File: config.mk
export PLATFORM = sky130hd
export DESIGN_NAME = mfr_mac_regs
export DESIGN_NICKNAME = d
export VERILOG_FILES = /design/src/mfr_pkg.sv /design/src/mfr_reg_if.sv /design/src/mfr_axil_slave.sv /design/src/mfr_evt_latch.sv /design/src/mfr_mac_regs.sv
export VERILOG_INCLUDE_DIRS = /design/src
export SDC_FILE = /design/constraint.sdc
export NUM_CORES = 1
export LEC_CHECK = 0
export BUFFER_PORTS_ARGS = -buffer_cell sky130_fd_sc_hd__buf_4
export CORE_MARGIN = 5
export CORE_UTILIZATION = 45
export CTS_BUF_LIST = sky130_fd_sc_hd__clkbuf_16
export CTS_CLUSTER_DIAMETER = 50
export CTS_CLUSTER_SIZE = 12
export DETAILED_ROUTE_END_ITERATION = 8
export GPL_TIMING_DRIVEN = 0
export PLACE_DENSITY = 0.83
export SLEW_MARGIN = 5
export SYNTH_ARGS = -nofsm -noshare
export SYNTH_HDL_FRONTEND = slang
export SYNTH_HIERARCHICAL = 1
export SYNTH_SLANG_ARGS = --single-unit
File: constraint.sdc
create_clock -name aclk -period 2 [get_ports aclk]
set_input_delay 0.3 -clock aclk [delete_from_list [all_inputs] [get_ports aclk]]
set_output_delay 0.3 -clock aclk [all_outputs]
set_load 0.01 [all_outputs]
File: src/mfr_cfg.svh
`ifndef MFR_CFG_SVH
`define MFR_CFG_SVH

// ----------------------------------------------------------------
// Register indices (byte address is four times the index)
// ----------------------------------------------------------------
`define MFR_IDX_IRQ_EN      6'h12
`define MFR_IDX_STATUS      6'h13
`define MFR_IDX_CTRL2       6'h15
`define MFR_IDX_SOFT        6'h1F

// ----------------------------------------------------------------
// Field positions
// ----------------------------------------------------------------
`define MFR_B_FIFO_ERR      7
`define MFR_B_IDLE_INS      3
`define MFR_B_IDLE_DEL      2
`define MFR_B_LINE_LB       14
`define MFR_B_SPD_LSB       13
`define MFR_B_SPD_MSB       6
`define MFR_B_RX_TIM        5
`define MFR_B_TX_TIM        4
`define MFR_B_BCE           3
`define MFR_B_SW_RST        0

// ----------------------------------------------------------------
// Reset and fixed read values
// ----------------------------------------------------------------
`define MFR_RST_IRQ_EN      3'h0
`define MFR_RST_STATUS      3'h0
`define MFR_RST_SPEED       2'h2
`define MFR_RST_RX_TIM      1'h1
`define MFR_RST_TX_TIM      1'h1
`define MFR_RST_BCE         1'h0
`define MFR_RST_LINE_LB     1'h0
`define MFR_CTRL2_RSV_HI    6'h20
`define MFR_CTRL2_RSV_LO    3'h6
`define MFR_RESP_OKAY       2'h0
`define MFR_RESP_DECERR     2'h3

`endif

File: src/mfr_pkg.sv
`default_nettype none

package mfr_pkg;

    // MAC interface speed codes
    typedef enum logic [1:0] {
        MFR_SPD_10   = 2'h0,
        MFR_SPD_100  = 2'h1,
        MFR_SPD_1000 = 2'h2
    } mfr_speed_t;

    // Latched event vector: {fifo error, idle inserted, idle deleted}
    typedef logic [2:0] mfr_evt_t;

endpackage

`default_nettype wire

File: src/mfr_reg_if.sv
`default_nettype none

interface mfr_reg_if;
    logic        wr_req;
    logic [5:0]  wr_idx;
    logic [31:0] wr_data;
    logic [3:0]  wr_strb;
    logic        wr_hit;
    logic        rd_req;
    logic [5:0]  rd_idx;
    logic [15:0] rd_data;
    logic        rd_hit;

    modport slave (
        output wr_req, wr_idx, wr_data, wr_strb, rd_req, rd_idx,
        input  wr_hit, rd_data, rd_hit
    );
    modport bank (
        input  wr_req, wr_idx, wr_data, wr_strb, rd_req, rd_idx,
        output wr_hit, rd_data, rd_hit
    );
endinterface

`default_nettype wire
File: src/mfr_axil_slave.sv
`include "mfr_cfg.svh"
`default_nettype none

module mfr_axil_slave
    import mfr_pkg::*;
(
    // Clock and reset
    input  wire logic        aclk,
    input  wire logic        aresetn,
    // Write channels
    input  wire logic        awvalid,
    output logic             awready,
    input  wire logic [7:0]  awaddr,
    input  wire logic        wvalid,
    output logic             wready,
    input  wire logic [31:0] wdata,
    input  wire logic [3:0]  wstrb,
    output logic             bvalid,
    input  wire logic        bready,
    output logic [1:0]       bresp,
    // Read channels
    input  wire logic        arvalid,
    output logic             arready,
    input  wire logic [7:0]  araddr,
    output logic             rvalid,
    input  wire logic        rready,
    output logic [31:0]      rdata,
    output logic [1:0]       rresp,
    // Register access
    mfr_reg_if.slave         rb
);

    logic        aw_held_r;
    logic        w_held_r;
    logic        ar_held_r;
    logic [7:0]  awaddr_r;
    logic [7:0]  araddr_r;
    logic [31:0] wdata_r;
    logic [3:0]  wstrb_r;
    logic        wr_go;
    logic        rd_go;

    assign wr_go      = aw_held_r && w_held_r && !bvalid;
    assign rd_go      = ar_held_r && !rvalid;
    assign rb.wr_req  = wr_go;
    assign rb.wr_idx  = awaddr_r[7:2];
    assign rb.wr_data = wdata_r;
    assign rb.wr_strb = wstrb_r;
    assign rb.rd_req  = rd_go;
    assign rb.rd_idx  = araddr_r[7:2];

    // ----------------------------------------------------------------
    // Write address and data, taken in either order
    // ----------------------------------------------------------------
    always_ff @(posedge aclk) begin
        if (!aresetn) begin
            aw_held_r <= 1'b0;
            awready   <= 1'b0;
            awaddr_r  <= 8'h00;
        end else if (awvalid && awready) begin
            aw_held_r <= 1'b1;
            awready   <= 1'b0;
            awaddr_r  <= awaddr;
        end else begin
            if (wr_go)
                aw_held_r <= 1'b0;
            awready <= !aw_held_r && !bvalid;
        end
    end

    always_ff @(posedge aclk) begin
        if (!aresetn) begin
            w_held_r <= 1'b0;
            wready   <= 1'b0;
            wdata_r  <= 32'h0000_0000;
            wstrb_r  <= 4'h0;
        end else if (wvalid && wready) begin
            w_held_r <= 1'b1;
            wready   <= 1'b0;
            wdata_r  <= wdata;
            wstrb_r  <= wstrb;
        end else begin
            if (wr_go)
                w_held_r <= 1'b0;
            wready <= !w_held_r && !bvalid;
        end
    end

    always_ff @(posedge aclk) begin
        if (!aresetn) begin
            bvalid <= 1'b0;
            bresp  <= `MFR_RESP_OKAY;
        end else if (wr_go) begin
            bvalid <= 1'b1;
            bresp  <= rb.wr_hit ? `MFR_RESP_OKAY : `MFR_RESP_DECERR;
        end else if (bready) begin
            bvalid <= 1'b0;
        end
    end

    // ----------------------------------------------------------------
    // Read channel
    // ----------------------------------------------------------------
    always_ff @(posedge aclk) begin
        if (!aresetn) begin
            ar_held_r <= 1'b0;
            arready   <= 1'b0;
            araddr_r  <= 8'h00;
        end else if (arvalid && arready) begin
            ar_held_r <= 1'b1;
            arready   <= 1'b0;
            araddr_r  <= araddr;
        end else begin
            if (rd_go)
                ar_held_r <= 1'b0;
            arready <= !ar_held_r && !rvalid;
        end
    end

    always_ff @(posedge aclk) begin
        if (!aresetn) begin
            rvalid <= 1'b0;
            rdata  <= 32'h0000_0000;
            rresp  <= `MFR_RESP_OKAY;
        end else if (rd_go) begin
            rvalid <= 1'b1;
            rdata  <= {16'h0000, rb.rd_data};
            rresp  <= rb.rd_hit ? `MFR_RESP_OKAY : `MFR_RESP_DECERR;
        end else if (rready) begin
            rvalid <= 1'b0;
        end
    end

endmodule

`default_nettype wire

File: src/mfr_evt_latch.sv
`include "mfr_cfg.svh"
`default_nettype none

module mfr_evt_latch
    import mfr_pkg::*;
(
    // Clock and reset
    input  wire logic     aclk,
    input  wire logic     aresetn,
    input  wire logic     sw_rst,
    // Events and read clear
    input  wire mfr_evt_t evt,
    input  wire logic     rd_clr,
    // Latched status
    output mfr_evt_t      status
);

    // ----------------------------------------------------------------
    // Latching-high bits; a live event wins over any clear
    // ----------------------------------------------------------------
    always_ff @(posedge aclk) begin
        if (!aresetn)
            status <= `MFR_RST_STATUS;
        else
            status <= evt | ((rd_clr || sw_rst) ? 3'h0 : status);
    end

    a_ovf_latch: assert property (@(posedge aclk) disable iff (!aresetn)
        evt[2] |=> status[2])
        else $error("fifo error event not latched");
    a_ins_latch: assert property (@(posedge aclk) disable iff (!aresetn)
        evt[1] |=> status[1])
        else $error("idle inserted event not latched");
    a_del_latch: assert property (@(posedge aclk) disable iff (!aresetn)
        evt[0] |=> status[0])
        else $error("idle deleted event not latched");
    a_sw_clear: assert property (@(posedge aclk) disable iff (!aresetn)
        sw_rst && evt == 3'h0 |=> status == 3'h0)
        else $error("status not cleared by software reset");
    a_hold_clear: assert property (@(posedge aclk) disable iff (!aresetn)
        !rd_clr && !sw_rst |=> (status & $past(status)) == $past(status))
        else $error("latched status lost without a read");
    a_read_clear: assert property (@(posedge aclk) disable iff (!aresetn)
        rd_clr |=> status == $past(evt))
        else $error("read did not clear latched status");

endmodule

`default_nettype wire

File: src/mfr_mac_regs.sv
`include "mfr_cfg.svh"
`default_nettype none

module mfr_mac_regs
    import mfr_pkg::*;
(
    // Clock and reset
    input  wire logic        aclk,
    input  wire logic        aresetn,
    // AXI4-Lite write
    input  wire logic        s_axi_awvalid,
    output logic             s_axi_awready,
    input  wire logic [7:0]  s_axi_awaddr,
    input  wire logic        s_axi_wvalid,
    output logic             s_axi_wready,
    input  wire logic [31:0] s_axi_wdata,
    input  wire logic [3:0]  s_axi_wstrb,
    output logic             s_axi_bvalid,
    input  wire logic        s_axi_bready,
    output logic [1:0]       s_axi_bresp,
    // AXI4-Lite read
    input  wire logic        s_axi_arvalid,
    output logic             s_axi_arready,
    input  wire logic [7:0]  s_axi_araddr,
    output logic             s_axi_rvalid,
    input  wire logic        s_axi_rready,
    output logic [31:0]      s_axi_rdata,
    output logic [1:0]       s_axi_rresp,
    // Copper FIFO events
    input  wire logic        fifo_ovf_evt,
    input  wire logic        fifo_idle_ins_evt,
    input  wire logic        fifo_idle_del_evt,
    // Link state
    input  wire logic        link_up,
    input  wire logic [1:0]  link_speed,
    input  wire logic        mac_loopback,
    // Data path controls
    output logic             line_loopback,
    output logic [1:0]       mac_speed,
    output logic             rx_clk_centre,
    output logic             tx_clk_delay,
    output logic             block_carrier_ext,
    // Interrupt
    output logic             irq
);

    // ----------------------------------------------------------------
    // Helpers
    // ----------------------------------------------------------------
    function automatic logic idx_mapped(input logic [5:0] idx);
        idx_mapped = (idx == `MFR_IDX_IRQ_EN) || (idx == `MFR_IDX_STATUS) ||
                     (idx == `MFR_IDX_CTRL2)  || (idx == `MFR_IDX_SOFT);
    endfunction

    // New value of one bit under the byte strobes
    function automatic logic wbit(input logic [31:0] data,
                                  input logic [3:0]  strb,
                                  input int          pos,
                                  input logic        old);
        wbit = strb[pos / 8] ? data[pos] : old;
    endfunction

    // ----------------------------------------------------------------
    // Bus slave
    // ----------------------------------------------------------------
    mfr_reg_if rb ();

    mfr_axil_slave u_slave (
        .aclk    (aclk),
        .aresetn (aresetn),
        .awvalid (s_axi_awvalid),
        .awready (s_axi_awready),
        .awaddr  (s_axi_awaddr),
        .wvalid  (s_axi_wvalid),
        .wready  (s_axi_wready),
        .wdata   (s_axi_wdata),
        .wstrb   (s_axi_wstrb),
        .bvalid  (s_axi_bvalid),
        .bready  (s_axi_bready),
        .bresp   (s_axi_bresp),
        .arvalid (s_axi_arvalid),
        .arready (s_axi_arready),
        .araddr  (s_axi_araddr),
        .rvalid  (s_axi_rvalid),
        .rready  (s_axi_rready),
        .rdata   (s_axi_rdata),
        .rresp   (s_axi_rresp),
        .rb      (rb)
    );

    logic        wr_en_irq;
    logic        wr_ctrl2;
    logic        wr_soft;
    logic        rd_status;
    logic        sw_rst_r;
    logic [2:0]  irq_en_r;
    logic [1:0]  spd_wr_r;
    logic        rx_tim_wr_r;
    logic        tx_tim_wr_r;
    logic [1:0]  spd_act_r;
    mfr_evt_t    status;
    mfr_evt_t    evt;

    assign rb.wr_hit = idx_mapped(rb.wr_idx);
    assign rb.rd_hit = idx_mapped(rb.rd_idx);
    assign wr_en_irq = rb.wr_req && rb.wr_idx == `MFR_IDX_IRQ_EN;
    assign wr_ctrl2  = rb.wr_req && rb.wr_idx == `MFR_IDX_CTRL2;
    assign wr_soft   = rb.wr_req && rb.wr_idx == `MFR_IDX_SOFT;
    assign rd_status = rb.rd_req && rb.rd_idx == `MFR_IDX_STATUS;
    assign evt       = {fifo_ovf_evt, fifo_idle_ins_evt, fifo_idle_del_evt};

    // ----------------------------------------------------------------
    // Software reset, one-cycle pulse
    // ----------------------------------------------------------------
    always_ff @(posedge aclk) begin
        if (!aresetn)
            sw_rst_r <= 1'b0;
        else
            sw_rst_r <= wr_soft &&
                        wbit(rb.wr_data, rb.wr_strb, `MFR_B_SW_RST, 1'b0);
    end

    // ----------------------------------------------------------------
    // Interrupt enables, kept over software reset
    // ----------------------------------------------------------------
    always_ff @(posedge aclk) begin
        if (!aresetn) begin
            irq_en_r <= `MFR_RST_IRQ_EN;
        end else if (wr_en_irq) begin
            irq_en_r <= {wbit(rb.wr_data, rb.wr_strb, `MFR_B_FIFO_ERR,
                              irq_en_r[2]),
                         wbit(rb.wr_data, rb.wr_strb, `MFR_B_IDLE_INS,
                              irq_en_r[1]),
                         wbit(rb.wr_data, rb.wr_strb, `MFR_B_IDLE_DEL,
                              irq_en_r[0])};
        end
    end

    // ----------------------------------------------------------------
    // Latched FIFO status
    // ----------------------------------------------------------------
    mfr_evt_latch u_latch (
        .aclk    (aclk),
        .aresetn (aresetn),
        .sw_rst  (sw_rst_r),
        .evt     (evt),
        .rd_clr  (rd_status),
        .status  (status)
    );

    // ----------------------------------------------------------------
    // Control register two
    // ----------------------------------------------------------------
    always_ff @(posedge aclk) begin
        if (!aresetn)
            line_loopback <= `MFR_RST_LINE_LB;
        else if (sw_rst_r)
            line_loopback <= `MFR_RST_LINE_LB;
        else if (wr_ctrl2)
            line_loopback <= wbit(rb.wr_data, rb.wr_strb, `MFR_B_LINE_LB,
                                  line_loopback);
    end

    always_ff @(posedge aclk) begin
        if (!aresetn) begin
            block_carrier_ext <= `MFR_RST_BCE;
        end else if (wr_ctrl2) begin
            block_carrier_ext <= wbit(rb.wr_data, rb.wr_strb, `MFR_B_BCE,
                                      block_carrier_ext);
        end
    end

    // Written values are shadowed until a software reset applies them
    always_ff @(posedge aclk) begin
        if (!aresetn) begin
            spd_wr_r    <= `MFR_RST_SPEED;
            rx_tim_wr_r <= `MFR_RST_RX_TIM;
            tx_tim_wr_r <= `MFR_RST_TX_TIM;
        end else if (wr_ctrl2) begin
            spd_wr_r    <= {wbit(rb.wr_data, rb.wr_strb, `MFR_B_SPD_MSB,
                                 spd_wr_r[1]),
                            wbit(rb.wr_data, rb.wr_strb, `MFR_B_SPD_LSB,
                                 spd_wr_r[0])};
            rx_tim_wr_r <= wbit(rb.wr_data, rb.wr_strb, `MFR_B_RX_TIM,
                                rx_tim_wr_r);
            tx_tim_wr_r <= wbit(rb.wr_data, rb.wr_strb, `MFR_B_TX_TIM,
                                tx_tim_wr_r);
        end
    end

    always_ff @(posedge aclk) begin
        if (!aresetn) begin
            spd_act_r     <= `MFR_RST_SPEED;
            rx_clk_centre <= `MFR_RST_RX_TIM;
            tx_clk_delay  <= `MFR_RST_TX_TIM;
        end else if (sw_rst_r) begin
            spd_act_r     <= spd_wr_r;
            rx_clk_centre <= rx_tim_wr_r;
            tx_clk_delay  <= tx_tim_wr_r;
        end
    end

    // ----------------------------------------------------------------
    // MAC interface speed
    // ----------------------------------------------------------------
    // Link down or MAC loopback takes the applied default speed, otherwise the link speed
    always_ff @(posedge aclk) begin
        if (!aresetn)
            mac_speed <= MFR_SPD_1000;
        else if (!link_up || mac_loopback)
            mac_speed <= spd_act_r;
        else
            mac_speed <= link_speed;
    end

    // ----------------------------------------------------------------
    // Interrupt output
    // ----------------------------------------------------------------
    always_ff @(posedge aclk) begin
        if (!aresetn)
            irq <= 1'b0;
        else
            irq <= |(status & irq_en_r);
    end

    // ----------------------------------------------------------------
    // Read data
    // ----------------------------------------------------------------
    always_comb begin
        rb.rd_data = 16'h0000;
        case (rb.rd_idx)
            `MFR_IDX_IRQ_EN: begin
                rb.rd_data[`MFR_B_FIFO_ERR] = irq_en_r[2];
                rb.rd_data[`MFR_B_IDLE_INS] = irq_en_r[1];
                rb.rd_data[`MFR_B_IDLE_DEL] = irq_en_r[0];
            end
            `MFR_IDX_STATUS: begin
                rb.rd_data[`MFR_B_FIFO_ERR] = status[2];
                rb.rd_data[`MFR_B_IDLE_INS] = status[1];
                rb.rd_data[`MFR_B_IDLE_DEL] = status[0];
            end
            `MFR_IDX_CTRL2: begin
                rb.rd_data[`MFR_B_LINE_LB] = line_loopback;
                rb.rd_data[`MFR_B_SPD_LSB] = spd_wr_r[0];
                rb.rd_data[12:7]           = `MFR_CTRL2_RSV_HI;
                rb.rd_data[`MFR_B_SPD_MSB] = spd_wr_r[1];
                rb.rd_data[`MFR_B_RX_TIM]  = rx_tim_wr_r;
                rb.rd_data[`MFR_B_TX_TIM]  = tx_tim_wr_r;
                rb.rd_data[`MFR_B_BCE]     = block_carrier_ext;
                rb.rd_data[2:0]            = `MFR_CTRL2_RSV_LO;
            end
            default: begin
                rb.rd_data = 16'h0000;
            end
        endcase
    end

    // ----------------------------------------------------------------
    // Checks
    // ----------------------------------------------------------------
    a_en_write: assert property (@(posedge aclk) disable iff (!aresetn)
        wr_en_irq && rb.wr_strb[0] |=>
            irq_en_r == {$past(rb.wr_data[7]), $past(rb.wr_data[3]),
                         $past(rb.wr_data[2])})
        else $error("interrupt enables not written");
    a_en_reset: assert property (@(posedge aclk) disable iff (!aresetn)
        !$past(aresetn) |-> irq_en_r == 3'h0 && !irq)
        else $error("enables not zero after reset");
    a_status_rsv: assert property (@(posedge aclk) disable iff (!aresetn)
        rd_status |-> rb.rd_data[15:8] == 8'h00 && rb.rd_data[6:4] == 3'h0 &&
                      rb.rd_data[1:0] == 2'h0)
        else $error("reserved status bits not zero");
    a_line_lb: assert property (@(posedge aclk) disable iff (!aresetn)
        sw_rst_r |=> !line_loopback)
        else $error("line loopback not cleared by software reset");
    a_speed_down: assert property (@(posedge aclk) disable iff (!aresetn)
        !link_up && !sw_rst_r |=> mac_speed == $past(spd_act_r))
        else $error("link-down speed not taken from defaults");
    a_speed_lb: assert property (@(posedge aclk) disable iff (!aresetn)
        link_up && mac_loopback |=> mac_speed == $past(spd_act_r))
        else $error("loopback speed not taken from defaults");
    a_speed_up: assert property (@(posedge aclk) disable iff (!aresetn)
        link_up && !mac_loopback |=> mac_speed == $past(link_speed))
        else $error("link-up speed not followed");
    a_update_wait: assert property (@(posedge aclk) disable iff (!aresetn)
        !sw_rst_r |=> $stable(spd_act_r) && $stable(rx_clk_centre) &&
                      $stable(tx_clk_delay))
        else $error("timing changed without software reset");
    a_update_take: assert property (@(posedge aclk) disable iff (!aresetn)
        sw_rst_r |=> spd_act_r == $past(spd_wr_r) ##1
                     spd_wr_r == $past(spd_wr_r) || $past(wr_ctrl2))
        else $error("software reset did not apply speed");
    a_rx_timing: assert property (@(posedge aclk) disable iff (!aresetn)
        sw_rst_r |=> rx_clk_centre == $past(rx_tim_wr_r))
        else $error("receive timing not applied");
    a_tx_timing: assert property (@(posedge aclk) disable iff (!aresetn)
        sw_rst_r |=> tx_clk_delay == $past(tx_tim_wr_r))
        else $error("transmit timing not applied");
    a_bce_write: assert property (@(posedge aclk) disable iff (!aresetn)
        wr_ctrl2 && rb.wr_strb[0] |=> block_carrier_ext == $past(rb.wr_data[3]))
        else $error("carrier extension bit not written");
    a_irq_level: assert property (@(posedge aclk) disable iff (!aresetn)
        ##1 irq == |($past(status) & $past(irq_en_r)))
        else $error("interrupt level wrong");
    a_irq_mask: assert property (
        @(posedge aclk) disable iff (!aresetn)
        (status & irq_en_r) == 3'h0 |=> !irq)
        else $error("disabled interrupt raised");
    a_en_keep: assert property (
        @(posedge aclk) disable iff (!aresetn)
        !wr_en_irq |=> $stable(irq_en_r))
        else $error("interrupt enables changed without a write");
    a_rd_status: assert property (
        @(posedge aclk) disable iff (!aresetn)
        rd_status |=> s_axi_rdata[7] == $past(status[2]) &&
                      s_axi_rdata[3] == $past(status[1]) &&
                      s_axi_rdata[2] == $past(status[0]))
        else $error("status read data wrong");
    a_lb_write: assert property (
        @(posedge aclk) disable iff (!aresetn)
        wr_ctrl2 && rb.wr_strb[1] && !sw_rst_r |=>
            line_loopback == $past(rb.wr_data[14]))
        else $error("line loopback bit not written");
    a_spd_hold: assert property (
        @(posedge aclk) disable iff (!aresetn)
        !wr_ctrl2 |=> $stable(spd_wr_r) && $stable(rx_tim_wr_r) &&
                      $stable(tx_tim_wr_r))
        else $error("shadow speed or timing changed without a write");
    a_tim_reset: assert property (
        @(posedge aclk) disable iff (!aresetn)
        !$past(aresetn) |-> rx_clk_centre && tx_clk_delay &&
                            spd_act_r == 2'h2 && !block_carrier_ext)
        else $error("control outputs wrong after reset");
    a_bce_keep: assert property (
        @(posedge aclk) disable iff (!aresetn)
        !wr_ctrl2 |=> $stable(block_carrier_ext))
        else $error("carrier extension changed without a write");

endmodule

`default_nettype wire

==> results of run 1 <==
-- registers in the layout, indices dropped and copies added, names as in the netlist, 2 cells and up --
register and cells:
spd_wr_r 2, u_latch/status 3, u_slave/awaddr_r 6, spd_act_r 2, mac_speed 2, u_slave/rdata 16, u_slave/araddr_r 6, irq_en_r 3
u_slave/rb.wr_data 9, u_slave/rb.wr_strb 2
-- placed cells by master, fill, tap and decap left out, types with 4 or more instances in the layout --
cell type / count
o21ai_0: 5
clkbuf_1: 5
nor2b_1: 11
nand2_1: 87
nand2_2: 4
nand3_1: 13
a21oi_1: 35
conb_1: 22
buf_2: 4
buf_6: 5
and2_1: 8
dfxtp_1: 69
nor2_1: 8
a21oi_2: 9
clkbuf_16: 9
mux2i_1: 16
buf_4: 89
-- metrics by stage --
step,util (%),power [µW]
final,62.19,3418
after global routing,62.19,3560
after CTS,62.19,3450
after detailed placement,57.28,1798
after global placement,57.28,1788
after floorplan,-,1674
-- path summary, 6_finish.rpt --
| kind | slack [ns] | end | from |
|---|---|---|---|
| setup / recovery | 0.48 | irq_en_r[1] | u_slave/bvalid |
| hold / removal | 0.16 | u_slave/rvalid | s_axi_rready |
| setup reg to reg | 0.48 | irq_en_r[1] | u_slave/bvalid |
| hold reg to reg | 0.45 | u_slave/rb.wr_data[7] | u_slave/rb.wr_data[7] |
-- area by class of cell --
cell class,instances,area [µm²],area share (%)
clock buffer,9,225.2,5.639
inverter,5,26.28,0.6579
tap,77,96.34,2.412
timing repair buffer,68,510.5,12.78
multi-input combinational,250,1360,34.05
buffer,40,304.0,7.613
sequential,69,1381,34.59
clock inverter,7,90.09,2.256
-- metal layers --
| metal | track usage (%) | vias to the layer above | part of all wire, % |
|---|---|---|---|
| met3 | 5.537 | 8 | 6.2 |
| li1 | - | 1295 | - |
| met5 | 0 | - | 0 |
| met2 | 27.27 | 68 | 50 |
| met1 | 18.71 | 1125 | 43 |
| met4 | 6.281 | 0 | 1.1 |
-- power by group through the flow --
stage / sequential, µW / combinational [µW] / clock, µW
floorplan: 1490 / 182 / 0
global placement: 1490 / 297 / 0
detailed placement: 1490 / 304 / 0
CTS: 1470 / 305 / 1680
global route: 1470 / 337 / 1750
finish: 1470 / 305 / 1650
-- worst register-to-register path, stage by stage (launching register included) --
cell	delay, ns
dfxtp_1	0.37
and3b_1	0.35
and2_1	0.20
and4b_1	0.23
buf_4	0.14
mux2i_1	0.17
==> flow_summary.toml, run 1 <==
[timing]
timing.max_slew.rel_slack_pct = 64.29
hold-worst-slack_ns = 0.1602
min_period_ns = 1.524
tightestPinTransition_ns = 0.5356
setup_viol = 0
unrepaired_setup_endpoints_after_global_routing = "no"
final_min_period_over_clock_period_pct = 76.19
final.setup_skew_ns = 0.005600
final.setup.tns_ns = 0
timing.final.max_slew_violations = 0
worst_slack_ns = 0.4763
clock.fmax_mhz = 656.3
timing_hold_violations_final = 0

[flow_run]
maxCapViolCount = 0

[place]
place_ws_ns = 0.5200
dpl_cell_area_um2 = 3679
detailed_place_hpwl_um = 5026
placed_cells_incl_taps = 509
place_congestion = 0.7383
port_buffers = 68

[clock_network]
cts_hold_repair.buffers = 0
clk_path_buf_depth = 2
cts_tree = "built"
worst_setup_hold_path_clk_slew_ns = 0.06
post-cts-setup-buffer-count = 0
sink_count_of_the_clock_tree = 69
clock_latency_ns = 0.32
cts-buffers-inserted = 9
clock_tree.htree_level_count = 3
cts_repair_resize_count = 0
clockRootBuffer = "clkbuf_16"

[critical_path]
criticalPathCategory = "flip-flop to flip-flop"
timing.critical_path.arrival_ns = 1.78
critical_path_peak_fanout = 7
critPathRequiredTime_ns = 2.25
cp-end-kind = "flip-flop"
path_depth = 5
path_delay_family = "simple AND/OR/NAND/NOR gates"
worst_path_max_delay_cell = "dfxtp_1"
buf_inv_stages_crit_path = 1
worstRegToRegCells = 5
crit_path_max_incr_delay_ns = 0.37
worstPathCellList = "and3b_1 -> and2_1 -> and4b_1 -> buf_4 -> mux2i_1"
critPathLaunchType = "flip-flop"

[power_and_ir_drop]
total_leakage_power_uw = 0.001629
power.internal_uw = 2665
power.density_nw_per_um2 = 855.9
power.sequential.fraction_pct = 42.9
power_switching_share_pct = 22.04
pwr-share-clk_pct = 48.2
combinational_share_of_power_pct = 8.9
p_switching_uw = 753.3
peakVddDrop_uv = 474.0

[detailed_routing]
postRouteWirelength_um = 6542
first_pass_iters = 4
vias_per_cell = 4.754
drc = 0
vias = 2496
detail-route-antenna-nets = 0
drt_first_iter_violations = 80
wl_per_cell_um = 12.46

[floorplanning]
core_area_um2 = 6422
floorplan.die.height_um = 91.61
x_dimension_of_the_die_um = 91.61
initial_core_util_pct = 46.66
placement_rows = 29
floorplan.io_pins = 114
die_area_um2 = 8391

[final_layout]
drive_above_1_share_pct = 30.36
insertedDiodeCount = 0
post_layout_nonfiller_instances = 525
syn2layout_area_growth_pct = 33.28
filler_cell_count = 578
final_design_area_no_fill_um2 = 3994
finish.net_count = 509

[global_routing]
maximum_number_of_pins_on_one_net_before_global_route_repair = 14
grt_pass1_vias = 2475
antenna_found_initial = 0
globalRouteTotalUtil_pct = 16.13
gr-total-overflow = 0
grt_first_pass_wirelength_um = 10920

[status]
run_status = "complete, no violations"

[worst_hold_path]
hold_path_class = "input port to flip-flop"
hold-path-cell-count = 2

[logic_synthesis]
netlist_instances = 344
synthesis.yosys.warnings = 6
postSynthAreaPerCell_um2 = 8.711
synth_area_um2 = 2997
Note: power is estimated with default switching activity, not from simulation.
==> run 2, diff against run 1 <==
--- a/config.mk
+++ b/config.mk
@@ -6,6 +6,7 @@
 export SDC_FILE = /design/constraint.sdc
 export NUM_CORES = 1
 export LEC_CHECK = 0
+export ABC_AREA = 1
 export BUFFER_PORTS_ARGS = -buffer_cell sky130_fd_sc_hd__buf_4
 export CORE_MARGIN = 5
 export CORE_UTILIZATION = 45
==> constraint.sdc (replaced) <==
create_clock -name aclk -period 1.5 [get_ports aclk]
set_input_delay 0.225 -clock aclk [delete_from_list [all_inputs] [get_ports aclk]]
set_output_delay 0.225 -clock aclk [all_outputs]
set_load 0.01 [all_outputs]
==> run 2 against run 1 <==
Effect of this change:
- power up 32%
- critical path depth up 2
- sequential power up 36%
- die area up 0.51%
- first-iteration DRC count up 76%
- synthesized cell count up 17%
- core utilization down 0.098 points
- highest routed layer unchanged
- worst setup slack worse by 0.26 ns
- clock-buffer cell count unchanged
- register-to-register slack worse by 0.26 ns
- via count up 5.7%
==> flow_summary.toml, run 2 <==
[status]
run_status = "complete, no violations"

[critical_path]
critPathRequiredTime_ns = 1.72
crit_path_max_incr_delay_ns = 0.38
cp-end-kind = "flip-flop"
crit-reg2reg-launch = "u_slave/aw_held_r"
critPathLaunchType = "flip-flop"
timing.critical_path.arrival_ns = 1.51
critical_path_peak_fanout = 5
buf_inv_stages_crit_path = 1
criticalPathCategory = "flip-flop to flip-flop"
worstPathCellList = "nand2_1 -> nor2_4 -> nand2_1 -> inv_1 -> nand3_4 -> nor2_1 -> nor2_1"
worst_path_max_delay_cell = "dfxtp_1"
critPathLaunch = "u_slave/aw_held_r"
path_delay_family = "simple AND/OR/NAND/NOR gates"

[clock_network]
cts-buffers-inserted = 9
cts_hold_repair.buffers = 0
clock_tree.htree_level_count = 3
worst_setup_hold_path_clk_slew_ns = 0.05
clock_latency_ns = 0.33
clk_path_buf_depth = 2
cts_tree = "built"
clockRootBuffer = "clkbuf_16"
sink_count_of_the_clock_tree = 69

[global_routing]
grt_pass1_vias = 2468
antenna_found_initial = 0
gr-total-overflow = 0
maximum_number_of_pins_on_one_net_before_global_route_repair = 12
globalRouteTotalUtil_pct = 16.55
grt_first_pass_wirelength_um = 11180

[logic_synthesis]
synthesis.yosys.warnings = 6
netlist_instances = 403
synth_area_um2 = 3014
postSynthAreaPerCell_um2 = 7.479

[floorplanning]
placement_rows = 29
floorplan.io_pins = 114
die_area_um2 = 8435
core_area_um2 = 6422
floorplan.die.height_um = 91.84
x_dimension_of_the_die_um = 91.84
initial_core_util_pct = 46.93

[final_layout]
post_layout_nonfiller_instances = 584
regMostFlops = "u_slave/rdata"
drive_above_1_share_pct = 28.99
layout_common_cells = "nor2_1 (108), buf_4 (86), dfxtp_1 (68)"
final_common_cell = "nor2_1"
finish.utilization_pct = 62.09
finish.net_count = 568
syn2layout_area_growth_pct = 32.30
largest_reg_flops = 16
filler_cell_count = 569
insertedDiodeCount = 0

[timing]
final.setup_skew_ns = 0.003318
final_min_period_over_clock_period_pct = 85.83
clock.fmax_mhz = 776.7
min_period_ns = 1.287
worst_slack_ns = 0.2125
unrepaired_setup_endpoints_after_global_routing = "no"
setup_viol = 0
timing.final.max_slew_violations = 0
timing_hold_violations_final = 0
final.setup.tns_ns = 0

[place]
detailed_place_hpwl_um = 5166
place_congestion = 0.8412
port_buffers = 68
place_ws_ns = 0.08467
placed_cells_incl_taps = 568

[detailed_routing]
vias = 2638
postRouteWirelength_um = 6876
detail-route-antenna-nets = 0
drt_first_iter_violations = 141
first_pass_iters = 4
drc = 0
vias_per_cell = 4.517
wl_per_cell_um = 11.77

[power_and_ir_drop]
power.density_nw_per_um2 = 1134
total_leakage_power_uw = 0.001990
peakVddDrop_uv = 675.6

[worst_hold_path]
hold_path_class = "input port to flip-flop"
min-delay-start = "link_speed[1]"

[flow_run]
maxCapViolCount = 0
run 2: repair_timing:
item / CTS / global route
setup buffers: 0 / 0
endpoints found under the setup margin: 0 / 7
resized for setup: 0 / 3
run 2: where the power goes:
group,switching [µW],total [µW],internal [µW]
Clock,748,2010,1260
Sequential,66.4,2000,1930
Combinational,264,521,258
run 2: through the flow:
step | hold WS, ns | power [µW] | area [µm²]
floorplan | 0.3513 | 2351 | 3089
global placement | 0.4428 | 2536 | 3696
detailed placement | 0.4437 | 2552 | 3696
CTS | 0.1220 | 4546 | 3979
global route | 0.1480 | 4711 | 3988
finish | 0.1202 | 4523 | 3988
run 2: worst reg2reg max path, delay by kind of cell (launching register included):
family | cells | cell delay (ns)
and+or+nand+nor | 6 | 0.63
DFF | 1 | 0.38
buffers and inverters | 1 | 0.18
run 2: path summary, 6_finish.rpt:
kind	to	slack (ns)	cells after the start
worst max-delay path	block_carrier_ext	0.21	7
worst max register to register	block_carrier_ext	0.21	7
worst min-delay path	mac_speed[1]	0.12	3
worst min register to register	spd_wr_r[1]	0.46	2
run 2: area by class of cell:
class,count,area (µm²),share of cell area (%)
Sequential cell,69,1383,34.67
Inverter,41,161.4,4.048
Tap cell,77,96.34,2.416
Multi-Input combinational cell,276,1249,31.31
Clock inverter,7,57.56,1.443
Buffer,37,305.3,7.656
Timing Repair Buffer,68,510.5,12.80
Clock buffer,9,225.2,5.648
run 2: metal layers:
metal | track usage (%) | vias up | wire length, µm
met3 | 5.483 | 13 | 463
met1 | 19.38 | 1140 | 3002
li1 | - | 1409 | -
met5 | 0 | - | 0
met2 | 27.62 | 76 | 3288
met4 | 7.302 | 0 | 122
==> run 3, diff against run 2 <==
--- a/config.mk
+++ b/config.mk
@@ -7,6 +7,7 @@
 export NUM_CORES = 1
 export LEC_CHECK = 0
 export ABC_AREA = 1
+export ABC_CLOCK_PERIOD_IN_PS = 1500
 export BUFFER_PORTS_ARGS = -buffer_cell sky130_fd_sc_hd__buf_4
 export CORE_MARGIN = 5
 export CORE_UTILIZATION = 45
@@ -15,6 +16,7 @@
 export CTS_CLUSTER_SIZE = 12
 export DETAILED_ROUTE_END_ITERATION = 8
 export GPL_TIMING_DRIVEN = 0
+export MAX_ROUTING_LAYER = met4
 export PLACE_DENSITY = 0.83
 export SLEW_MARGIN = 5
 export SYNTH_ARGS = -nofsm -noshare
==> run 3 against run 2 <==
Effect of this change:
- power is essentially flat
- register-to-register slack is essentially flat
- clock skew is essentially flat
==> flow_summary.toml, run 3 (same netlist as run 2, synthesis figures left out) <==
[final_layout]
finish.net_count = 568
drive_above_1_share_pct = 28.99
final_common_cell = "nor2_1"
syn2layout_area_growth_pct = 32.30
layout_common_cells = "nor2_1 (108), buf_4 (86), dfxtp_1 (68)"
insertedDiodeCount = 0
largest_reg_flops = 16
regMostFlops = "u_slave/rdata"

[critical_path]
cp-end-kind = "flip-flop"
timing.critical_path.arrival_ns = 1.51
critPathLaunchType = "flip-flop"
worstPathCellList = "nand2_1 -> nor2_4 -> nand2_1 -> inv_1 -> nand3_4 -> nor2_1 -> nor2_1"
criticalPathCategory = "flip-flop to flip-flop"
critical_path_peak_fanout = 5
worst_path_max_delay_cell = "dfxtp_1"
critPathRequiredTime_ns = 1.72
crit_path_max_incr_delay_ns = 0.38
worstRegToRegCells = 7

[global_routing]
gr-total-overflow = 0
maximum_number_of_pins_on_one_net_before_global_route_repair = 12
grt_pass1_vias = 2481
grt_first_pass_wirelength_um = 11180
globalRouteTotalUtil_pct = 17.10
antenna_found_initial = 0

[clock_network]
sink_count_of_the_clock_tree = 69
cts-buffers-inserted = 9
post-cts-setup-buffer-count = 0
clk_path_buf_depth = 2
clockRootBuffer = "clkbuf_16"
clock_tree.htree_level_count = 3
cts_tree = "built"
clock_latency_ns = 0.33
worst_setup_hold_path_clk_slew_ns = 0.05

[detailed_routing]
postRouteWirelength_um = 6861
detail-route-antenna-nets = 0
vias = 2652
drt_first_iter_violations = 160
vias_per_cell = 4.541
first_pass_iters = 4
wl_per_cell_um = 11.75
drc = 0

[floorplanning]
x_dimension_of_the_die_um = 91.84
floorplan.die.height_um = 91.84
placement_rows = 29
initial_core_util_pct = 46.93
core_area_um2 = 6422
die_area_um2 = 8435
floorplan.io_pins = 114

[timing]
min_period_ns = 1.293
clock.fmax_mhz = 773.6
final_min_period_over_clock_period_pct = 86.18
final.setup.tns_ns = 0
setup_viol = 0
worst_slack_ns = 0.2073
final.setup_skew_ns = 0.003027
unrepaired_setup_endpoints_after_global_routing = "no"
timing_hold_violations_final = 0
timing.final.max_slew_violations = 0

[place]
place_ws_ns = 0.08467
detailed_place_hpwl_um = 5166
place_congestion = 0.8543
port_buffers = 68

[power_and_ir_drop]
total_leakage_power_uw = 0.001990
total_power_uw = 4519
peakVddDrop_uv = 664.5
power.density_nw_per_um2 = 1133

[status]
run_status = "complete, no violations"

[worst_hold_path]
hold_path_class = "input port to flip-flop"
hold-path-cell-count = 3

[flow_run]
maxCapViolCount = 0
==> run 3: cell counts in the layout (fill, tap and decap cells not counted) <==
No cell type changed its count.
==> run 3: stage by stage <==
step,hold WS (ns),instances,area (µm²),utilization (%)
final,0.1237,584,3988,62.09
after global routing,0.1464,584,3988,62.09
after CTS,0.1220,584,3979,61.95
after detailed placement,0.4437,568,3696,57.55
after global placement,0.4428,568,3696,57.55
after floorplan,0.3513,423,3089,-
==> run 3: layer usage <==
layer,vias to the layer above,GRT usage (%),part of all wire [%]
met3,14,5.565,6.8
li1,1413,-,-
met1,1135,19.48,43
met4,0,7.302,1.9
met2,90,27.62,48
met5,-,-,0
==> run 3: cell type report <==
class / count / area, µm²
Fill cell: 569 / 2435
Sequential cell: 69 / 1383
Multi-Input combinational cell: 276 / 1249
Timing Repair Buffer: 68 / 510.5
Buffer: 37 / 305.3
Clock buffer: 9 / 225.2
Inverter: 41 / 161.4
Tap cell: 77 / 96.34
Clock inverter: 7 / 57.56
==> run 3: worst max-delay path: cells and delay by family (launching register included) <==
family	cells	cell delay, ns
flops	1	0.38
buf+inv	1	0.18
simple gates	6	0.63
==> run 3: path summary, 6_finish.rpt <==
| check | startpoint | to | slack, ns |
|---|---|---|---|
| setup / recovery | u_slave/aw_held_r | block_carrier_ext | 0.21 |
| hold / removal | link_speed[1] | mac_speed[1] | 0.12 |
| setup reg to reg | u_slave/aw_held_r | block_carrier_ext | 0.21 |
| hold reg to reg | spd_wr_r[1] | spd_wr_r[1] | 0.46 |
==> run 3: what timing repair did <==
action,in CTS,in global routing
hold buffers,0,0
setup endpoints to repair,0,7
resized for setup,0,3
==> run 3: power by group <==
part	switching (µW)	internal (µW)
Combinational	263	258
Sequential	66.2	1930
Clock	744	1260
Total	1070	3450
